`src/pkg/timer_option_pkg.sv`:
```
package timer_option_pkg;

   // ----------------------------------------------------------------
   // Register map, byte addresses of 32-bit words
   // ----------------------------------------------------------------
   localparam int             ADDR_W      = 8;
   localparam logic [7:0]     OPT_ADDR    = 8'h00;
   localparam logic [7:0]     FILE01_ADDR = 8'h04;
   localparam logic [7:0]     WORK_ADDR   = 8'h08;
   localparam logic [7:0]     CNT_ADDR    = 8'h0c;
   localparam logic [7:0]     STAT_ADDR   = 8'h10;

   // ----------------------------------------------------------------
   // Reset values and field layout
   // ----------------------------------------------------------------
   localparam logic [7:0]     OPT_RESET   = 8'hff;
   localparam logic [7:0]     CNT_RESET   = 8'h00;
   localparam logic [7:0]     WORK_RESET  = 8'h00;
   localparam logic [7:0]     LOCK_MASK   = 8'hc0;
   localparam logic [7:0]     CNT_MAX     = 8'hff;
   localparam int             STAT_LOCK   = 0;
   localparam int             STAT_PSC_LSB = 8;
   localparam int             PSC_W       = 8;

   // AXI4-Lite response codes
   localparam logic [1:0]     RESP_OKAY   = 2'b00;
   localparam logic [1:0]     RESP_SLVERR = 2'b10;

   // Option register fields, bit 7 first
   typedef struct packed {
      logic       file01_select;
      logic       rollover_irq_disable;
      logic       count_source;
      logic       count_edge_select;
      logic       prescaler_assign;
      logic [2:0] prescale_ratio_code;
   } option_type;

endpackage

```
`src/rtl/count_source_select.sv`:
```
`timescale 1ns/1ps
module count_source_select (
   input  wire logic                        core_clk_in,
   input  wire logic                        rst_n_in,
   input  wire logic                        count_pin_in,
   input  wire timer_option_pkg::option_type opt_in,
   output logic                             src_tick_out
);

   logic pin_prev_ff;
   logic rise;
   logic fall;

   // ----------------------------------------------------------------
   // Pin history
   // ----------------------------------------------------------------
   // Loaded from the pin during reset so no false edge at release
   always_ff @(posedge core_clk_in) begin
      pin_prev_ff <= count_pin_in;
   end

   // Edge pick and source pick
   assign rise = count_pin_in & ~pin_prev_ff;
   assign fall = ~count_pin_in & pin_prev_ff;
   always_comb begin
      if (opt_in.count_source) begin
         src_tick_out = opt_in.count_edge_select ? fall : rise;
      end else begin
         src_tick_out = 1'b1;
      end
   end

endmodule

```
`src/rtl/shared_prescaler.sv`:
```
`timescale 1ns/1ps
module shared_prescaler #(
   parameter int WIDTH = 8
) (
   input  wire logic                        core_clk_in,
   input  wire logic                        rst_n_in,
   input  wire logic                        clear_in,
   input  wire logic                        src_tick_in,
   input  wire timer_option_pkg::option_type opt_in,
   output logic                             cnt_tick_out,
   output logic                             watchdog_tick_out,
   output logic [WIDTH-1:0]                 count_out
);

   logic [WIDTH-1:0] psc_ff;
   logic [WIDTH:0]   span;
   logic [WIDTH-1:0] mask;
   logic             psc_in;
   logic             psc_tick;

   // Watchdog side runs off the instruction cycle itself
   assign psc_in = opt_in.prescaler_assign ? 1'b1 : src_tick_in;

   // ----------------------------------------------------------------
   // Divide ratio: one more stage when feeding the counter
   // ----------------------------------------------------------------
   always_comb begin
      if (opt_in.prescaler_assign) begin
         span = (WIDTH+1)'(1) << opt_in.prescale_ratio_code;
      end else begin
         span = (WIDTH+1)'(2) << opt_in.prescale_ratio_code;
      end
      mask = WIDTH'(span - (WIDTH+1)'(1));
   end

   assign psc_tick = psc_in & ((psc_ff & mask) == mask);

   // Ripple count; cleared on option writes to avoid a stale phase
   always_ff @(posedge core_clk_in) begin
      if (!rst_n_in || clear_in) begin
         psc_ff <= '0;
      end else if (psc_in) begin
         psc_ff <= psc_ff + WIDTH'(1);
      end
   end

   // Routing of the divided tick
   assign cnt_tick_out      = opt_in.prescaler_assign ? src_tick_in
                                                      : psc_tick;
   assign watchdog_tick_out = opt_in.prescaler_assign ? psc_tick : 1'b1;
   assign count_out         = psc_ff;

endmodule

```
`src/rtl/timer_option_ctrl.sv`:
```
// Implementation choices: the register offsets and the AXI4-Lite slave port.
`timescale 1ns/1ps
// Summary of operation
// - Lock clear: bits 7,6 writable, active
// - Lock set: bits 7,6 read as ones
// - File 01h is W or counter
// - Irq-disable bit 0 enables, 1 suppresses
// - Count source: instruction cycle or pin
// - Pin edge: 0 rising, 1 falling
// - Assign 0: prescaler before counter
// - Assign 1: watchdog prescaled, counter undivided
// - Counter divide is two to code+1
// - Watchdog divide is two to code
// - Reset sets all option bits
// - Config_word_a lock bit constant while running
// - Counter is an 8-bit file register
module timer_option_ctrl (
   input  wire logic        core_clk_in,
   input  wire logic        rst_n_in,
   input  wire logic        option_lock_config_word_a_in,
   input  wire logic        count_pin_in,
   input  wire logic        awvalid_in,
   output logic             awready_out,
   input  wire logic [7:0]  awaddr_in,
   input  wire logic        wvalid_in,
   output logic             wready_out,
   input  wire logic [31:0] wdata_in,
   input  wire logic [3:0]  wstrb_in,
   output logic             bvalid_out,
   input  wire logic        bready_in,
   output logic [1:0]       bresp_out,
   input  wire logic        arvalid_in,
   output logic             arready_out,
   input  wire logic [7:0]  araddr_in,
   output logic             rvalid_out,
   input  wire logic        rready_in,
   output logic [31:0]      rdata_out,
   output logic [1:0]       rresp_out,
   output logic [7:0]       realtime_counter_out,
   output logic             rollover_irq_out,
   output logic             watchdog_tick_out
);

   // ----------------------------------------------------------------
   // Declarations
   // ----------------------------------------------------------------
   timer_option_pkg::option_type opt_ff;
   logic       lock_ff;
   logic [7:0] cnt_ff;
   logic [7:0] work_ff;
   logic       irq_ff;
   logic       watchdog_ff;
   logic       aw_hold_ff;
   logic       w_hold_ff;
   logic [7:0] waddr_ff;
   logic [7:0] wbyte_ff;
   logic       wlane_ff;
   logic       awready_ff;
   logic       wready_ff;
   logic       bvalid_ff;
   logic [1:0] bresp_ff;
   logic       arready_ff;
   logic       rvalid_ff;
   logic [31:0] rdata_ff;
   logic [1:0] rresp_ff;
   logic       nxt_aw_hold;
   logic       nxt_w_hold;
   logic       nxt_ar_busy;
   logic       wr_fire;
   logic       wr_hit;
   logic       opt_wr;
   logic       cnt_wr;
   logic       work_wr;
   logic       rd_fire;
   logic [31:0] rd_data;
   logic       rd_hit;
   logic       src_tick;
   logic       cnt_tick;
   logic       watchdog_tick;
   logic [timer_option_pkg::PSC_W-1:0] psc_count;

   // ----------------------------------------------------------------
   // Count source and shared prescaler
   // ----------------------------------------------------------------
   count_source_select u_src (
      .core_clk_in  (core_clk_in),
      .rst_n_in     (rst_n_in),
      .count_pin_in (count_pin_in),
      .opt_in       (opt_ff),
      .src_tick_out (src_tick)
   );

   shared_prescaler #(
      .WIDTH (timer_option_pkg::PSC_W)
   ) u_psc (
      .core_clk_in   (core_clk_in),
      .rst_n_in      (rst_n_in),
      .clear_in      (opt_wr),
      .src_tick_in   (src_tick),
      .opt_in        (opt_ff),
      .cnt_tick_out  (cnt_tick),
      .watchdog_tick_out (watchdog_tick),
      .count_out     (psc_count)
   );

   // ----------------------------------------------------------------
   // Write channel: address and data taken in either order
   // ----------------------------------------------------------------
   assign wr_fire = aw_hold_ff & w_hold_ff & ~bvalid_ff;

   // Holds drop when the response is accepted
   always_comb begin
      nxt_aw_hold = aw_hold_ff | (awvalid_in & awready_ff);
      nxt_w_hold  = w_hold_ff | (wvalid_in & wready_ff);
      if (bvalid_ff && bready_in) begin
         nxt_aw_hold = 1'b0;
         nxt_w_hold  = 1'b0;
      end
   end

   always_ff @(posedge core_clk_in) begin
      if (!rst_n_in) begin
         aw_hold_ff <= 1'b0;
         w_hold_ff  <= 1'b0;
         awready_ff <= 1'b0;
         wready_ff  <= 1'b0;
      end else begin
         aw_hold_ff <= nxt_aw_hold;
         w_hold_ff  <= nxt_w_hold;
         awready_ff <= ~nxt_aw_hold;
         wready_ff  <= ~nxt_w_hold;
      end
   end

   // Captured payload
   always_ff @(posedge core_clk_in) begin
      if (!rst_n_in) begin
         waddr_ff <= 8'h00;
         wbyte_ff <= 8'h00;
         wlane_ff <= 1'b0;
      end else begin
         if (awvalid_in && awready_ff) begin
            waddr_ff <= awaddr_in;
         end
         if (wvalid_in && wready_ff) begin
            wbyte_ff <= wdata_in[7:0];
            wlane_ff <= wstrb_in[0];
         end
      end
   end

   // Only byte lane 0 carries data; other lanes are ignored
   assign wr_hit  = (waddr_ff == timer_option_pkg::OPT_ADDR)
                  | (waddr_ff == timer_option_pkg::FILE01_ADDR)
                  | (waddr_ff == timer_option_pkg::WORK_ADDR)
                  | (waddr_ff == timer_option_pkg::CNT_ADDR)
                  | (waddr_ff == timer_option_pkg::STAT_ADDR);
   assign opt_wr  = wr_fire & wlane_ff
                  & (waddr_ff == timer_option_pkg::OPT_ADDR);
   assign cnt_wr  = wr_fire & wlane_ff
                  & ((waddr_ff == timer_option_pkg::CNT_ADDR)
                  | ((waddr_ff == timer_option_pkg::FILE01_ADDR)
                  & opt_ff.file01_select));
   assign work_wr = wr_fire & wlane_ff
                  & ((waddr_ff == timer_option_pkg::WORK_ADDR)
                  | ((waddr_ff == timer_option_pkg::FILE01_ADDR)
                  & ~opt_ff.file01_select));

   // Response; unmapped addresses answer SLVERR
   always_ff @(posedge core_clk_in) begin
      if (!rst_n_in) begin
         bvalid_ff <= 1'b0;
         bresp_ff  <= timer_option_pkg::RESP_OKAY;
      end else if (wr_fire) begin
         bvalid_ff <= 1'b1;
         bresp_ff  <= wr_hit ? timer_option_pkg::RESP_OKAY
                             : timer_option_pkg::RESP_SLVERR;
      end else if (bready_in) begin
         bvalid_ff <= 1'b0;
      end
   end

   // ----------------------------------------------------------------
   // Read channel: one read in flight
   // ----------------------------------------------------------------
   assign rd_fire = arvalid_in & arready_ff;

   always_comb begin
      nxt_ar_busy = rd_fire | (rvalid_ff & ~rready_in);
   end

   // Read mux; the file 01h window follows the select bit
   always_comb begin
      rd_data = 32'h0000_0000;
      rd_hit  = 1'b1;
      unique case (araddr_in)
         timer_option_pkg::OPT_ADDR:    rd_data[7:0] = opt_ff;
         timer_option_pkg::FILE01_ADDR: begin
            rd_data[7:0] = opt_ff.file01_select ? cnt_ff
                                                : work_ff;
         end
         timer_option_pkg::WORK_ADDR:   rd_data[7:0] = work_ff;
         timer_option_pkg::CNT_ADDR:    rd_data[7:0] = cnt_ff;
         timer_option_pkg::STAT_ADDR: begin
            rd_data[timer_option_pkg::STAT_LOCK] = lock_ff;
            rd_data[timer_option_pkg::STAT_PSC_LSB +: 8] = psc_count;
         end
         default:                       rd_hit = 1'b0;
      endcase
   end

   always_ff @(posedge core_clk_in) begin
      if (!rst_n_in) begin
         arready_ff <= 1'b0;
         rvalid_ff  <= 1'b0;
         rdata_ff   <= 32'h0000_0000;
         rresp_ff   <= timer_option_pkg::RESP_OKAY;
      end else begin
         arready_ff <= ~nxt_ar_busy;
         if (rd_fire) begin
            rvalid_ff <= 1'b1;
            rdata_ff  <= rd_data;
            rresp_ff  <= rd_hit ? timer_option_pkg::RESP_OKAY
                                : timer_option_pkg::RESP_SLVERR;
         end else if (rready_in) begin
            rvalid_ff <= 1'b0;
         end
      end
   end

   // ----------------------------------------------------------------
   // Option register and config_word_a lock
   // ----------------------------------------------------------------
   // Config_word_a is sampled only while reset is held, then frozen
   always_ff @(posedge core_clk_in) begin
      if (!rst_n_in) begin
         lock_ff <= option_lock_config_word_a_in;
      end
   end

   // Locked upper bits stay at one whatever is written
   always_ff @(posedge core_clk_in) begin
      if (!rst_n_in) begin
         opt_ff <= timer_option_pkg::OPT_RESET;
      end else if (opt_wr) begin
         if (lock_ff) begin
            opt_ff <= wbyte_ff | timer_option_pkg::LOCK_MASK;
         end else begin
            opt_ff <= wbyte_ff;
         end
      end
   end

   // ----------------------------------------------------------------
   // Working register and real-time counter
   // ----------------------------------------------------------------
   always_ff @(posedge core_clk_in) begin
      if (!rst_n_in) begin
         work_ff <= timer_option_pkg::WORK_RESET;
      end else if (work_wr) begin
         work_ff <= wbyte_ff;
      end
   end

   // A software load wins over a tick in the same cycle
   always_ff @(posedge core_clk_in) begin
      if (!rst_n_in) begin
         cnt_ff <= timer_option_pkg::CNT_RESET;
      end else if (cnt_wr) begin
         cnt_ff <= wbyte_ff;
      end else if (cnt_tick) begin
         cnt_ff <= cnt_ff + 8'h01;
      end
   end

   // Roll-over request, one cycle, gated by the disable bit
   always_ff @(posedge core_clk_in) begin
      if (!rst_n_in) begin
         irq_ff <= 1'b0;
         watchdog_ff <= 1'b0;
      end else begin
         irq_ff <= cnt_tick & ~cnt_wr
                 & (cnt_ff == timer_option_pkg::CNT_MAX)
                 & ~opt_ff.rollover_irq_disable;
         watchdog_ff <= watchdog_tick;
      end
   end

   // ----------------------------------------------------------------
   // Outputs
   // ----------------------------------------------------------------
   assign awready_out          = awready_ff;
   assign wready_out           = wready_ff;
   assign bvalid_out           = bvalid_ff;
   assign bresp_out            = bresp_ff;
   assign arready_out          = arready_ff;
   assign rvalid_out           = rvalid_ff;
   assign rdata_out            = rdata_ff;
   assign rresp_out            = rresp_ff;
   assign realtime_counter_out = cnt_ff;
   assign rollover_irq_out     = irq_ff;
   assign watchdog_tick_out    = watchdog_ff;
endmodule

```
`config.mk`:
```
export PLATFORM = sky130hd
export DESIGN_NAME = timer_option_ctrl
export DESIGN_NICKNAME = d
export VERILOG_FILES = /design/src/pkg/timer_option_pkg.sv /design/src/rtl/count_source_select.sv /design/src/rtl/shared_prescaler.sv /design/src/rtl/timer_option_ctrl.sv
export SDC_FILE = /design/constraint.sdc
export NUM_CORES = 1
export LEC_CHECK = 0
export ABC_AREA = 1
export BUFFER_PORTS_ARGS = -buffer_cell sky130_fd_sc_hd__buf_4
export CAP_MARGIN = 20
export CORE_AREA = 2 2 95 97
export CTS_CLUSTER_SIZE = 12
export DETAILED_ROUTE_END_ITERATION = 16
export DIE_AREA = 0 0 97 99
export HOLD_SLACK_MARGIN = 0.05
export MAX_ROUTING_LAYER = met4
export PLACE_DENSITY = 0.81
export SLEW_MARGIN = 20
export SYNTH_ARGS = -nofsm -noshare
export SYNTH_HDL_FRONTEND = slang
export SYNTH_SLANG_ARGS = --single-unit
export TNS_END_PERCENT = 30
```
`constraint.sdc`:
```
create_clock -name core_clk_in -period 2.25 [get_ports core_clk_in]
set_input_delay 0.1125 -clock core_clk_in [delete_from_list [all_inputs] [get_ports core_clk_in]]
set_output_delay 0.1125 -clock core_clk_in [all_outputs]
set_load 0.005 [all_outputs]
```
==> impl_metrics.ini <==
[floorplan]
dieArea_um2 = 9600
ios = 112
core_area_um2 = 8550
num_rows = 34
die_width_um = 97
initial_core_util = 0.462
die_h_um = 99

[global_route]
grt_antenna_before_repair = 0
grt_max_degree = 27
grt_pass1_vias = 3381
grt_usage = 0.203
grt.overflow.total = 0
grt_pass1_wl_mm = 15.5

[yosys]
synthSimpleGateAreaFrac = 0.260
syn_inst = 517
synth_edf_count = 1
synth_warnings = 0
synth_seq_area_share = 0.397
ys.flop_type = dfxtp_1
ys_ff_latch = 78
async_flop_share = 0
syn_avg_cell_area_um2 = 7.65
synth-compound-area-share = 0.197
synth.mux.area_fraction = 0
synth_commonest_cells = nand2_1, dfxtp_1, inv_1
yosysMostFrequentCell = nand2_1
synth_area_leaders = dfxtp_1, nand2_1, a21oi_1
synth_top_family_by_area = simple AND/OR/NAND/NOR gates
synth_xor_area_frac = 0.0133
yosysTopAreaCell = dfxtp_1
syn-cell-area_um2 = 3950
synthAdderAreaFrac = 0.0158
synth_top_area_frac = 0.390
ys_types = 46

[detailed_routing]
wirelength_mm = 9.75
viasPerCell = 5.19
drt_iter0_drc = 236
ant_nets = 0
drcViolationCount = 0
wl_per_cell_um = 13.6
first_pass_iters = 5
num_vias = 3726

[timing]
slew-limit-headroom = 0.597
worst_pin_slew_ns = 0.604
hold_viol = 0
setup_viol = 0
fin_skew_ns = 0.00846
fmax_mhz = 458
fin_crit_ns = 2.18
drv_slew = 0
period_share = 0.971
rsz0062_at_grt = true

[finish]
multi_input_area_um2 = 2050
diodes = 0
n_fill_cell = 780
num-nets-final = 671
drive_gt1_frac = 0.257
stdcell_area_um2 = 4950
layout.cells.non_filler = 718
register_area_um2 = 1570
area_growth_pct = 25.3

[critical_path]
cp_num_buf_inv = 3
startpoint_type = flip-flop
critPathTopFamily = simple AND/OR/NAND/NOR gates
crit_fanout = 5
cp.required_ns = 2.48
crit_chain = inv_2, ha_4, nand3_4, ha_4, nor2_2, a21oi_2, nand2_1, inv_2, nand2_2, nor2_2, nand2_2, nand2_4, buf_12, nand2_4, nand3_1, a21oi_2
critPathSlowestCell = dfxtp_2
max_stage_delay_ns = 0.36
end_kind = flip-flop
criticalPathCategory = reg -> reg
arrival_ns = 2.42

[power_and_ir_drop]
power_leakage_nw = 2.20
ir_drop_uv = 501
p_per_area_nw_per_um2 = 572

[clock_network]
clk_pin_slew_ns = 0.09
cts_num_sinks = 78
htree_levels = 3
cts_tree = yes
clk_latency_ns = 0.36
clk_path_buf_depth = 2
numCtsBuffers = 9
clock-root-buffer = clkbuf_8

[flow_run]
max_cap_viol_count = 0

[status]
status = complete, no violations

[placement]
place_area_um2 = 4500
gp_congestion = 0.874
hpwlAfterDp_mm = 7.00
placedCellCount = 682
port_buffers = 66

[hold_path]
min_path_type = in -> reg
==> cells in the final DEF, fill, tap and decap left out, drive strengths merged <==
master       netlist  layout
nand2            104     105
buf               25      79
dfxtp             77      77
inv               58      62
a21oi             59      59
o21ai             56      56
nor2              38      38
nand3             28      28
conb               1      18
dlygate4sd3        0      15
o211ai            12      12
nand4             11      11
nor3              10      10
clkbuf            10      10
ha                 5       5
xor2               4       4
clkinv             3       4
nor3b              3       3
or2                3       3
xnor2              2       2
o221ai             2       2
o41ai              1       1
o21bai             1       1
a2111oi            1       1
a211oi             1       1
nor4               1       1
clkinvlp           0       1
edfxtp             1       1
==> kinds of logic (layout without fill, tap and decap cells) <==
kind of cell | count (synthesis) | after routing
and+or+nand+nor | 198 | 199
AOI/OAI and AO/OA | 133 | 133
buffers and inverters | 96 | 171
DFF | 78 | 78
xor gates and xnor gates | 6 | 6
adders and majority gates | 5 | 5
other | 1 | 18
==> registers in the layout, summed over array words and instances, names as in the netlist, 8 cells and up <==
signal                count
opt_ff                    8
rdata_out                16
realtime_counter_out      8
u_psc.count_out           8
waddr_ff                  8
wbyte_ff                  8
work_ff                   8
==> power by group <==
part / internal, W / switching, W
clock: 0.000485 / 0.000562
sequential: 0.00144 / 0.0000353
combinational: 0.000139 / 0.000176
==> final cells by class <==
type | instances | share of cell area
clock buffer | 10 | 0.0301
tap | 108 | 0.0273
sequential | 78 | 0.318
inverter | 61 | 0.0478
timing repair buffer | 94 | 0.153
clock inverter | 6 | 0.0101
multi-input combinational | 361 | 0.414
==> stage by stage <==
stage	util	hold slack [ns]	setup slack [ns]	TNS, ns	total power (W)
final	0.579	0.0509	0.0661	0	0.00283
after global routing	0.579	0.0520	-0.0600	-0.370	0.00295
after CTS	0.565	0.0530	0.0361	0	0.00283
after detailed placement	0.526	0.239	0.0680	0	0.00179
after global placement	0.526	0.242	0.116	0	0.00178
after floorplan	-	0.140	0.140	0	0.00168
==> worst paths after layout <==
kind / start / end / slack [ns] / cells past startpoint
worst min-delay path: wdata_in[7] / wbyte_ff[7] / 0.05 / 3
worst max register to register: opt_ff[0] / realtime_counter_out[6] / 0.07 / 16
worst min register to register: work_ff[0] / work_ff[0] / 0.47 / 2
worst max-delay path: opt_ff[0] / realtime_counter_out[6] / 0.07 / 16
==> worst reg2reg max path, stage by stage, from the launching register on <==
cell     delay, ns
dfxtp_2       0.36
inv_2         0.06
ha_4          0.28
nand3_4       0.10
ha_4          0.28
nor2_2        0.03
a21oi_2       0.10
nand2_1       0.08
inv_2         0.06
nand2_2       0.04
nor2_2        0.11
nand2_2       0.09
nand2_4       0.13
buf_12        0.11
nand2_4       0.07
nand3_1       0.10
a21oi_2       0.06
==> what timing repair did <==
action	4_1_cts	5_1_grt
setup buffers	0	4
hold buffers	14	1
resized for setup	0	11
endpoints found under the hold margin	14	1
endpoints found under the setup margin	0	9
==> per-layer routing <==
metal	up-vias	global-route usage	wire length, um
met2	138	0.341	4880
met3	21	0.0475	668
met1	1712	0.240	4010
met5	-	-	0
met4	0	0.0704	184
li1	1855	-	-
(Power assumes the default switching activity.)
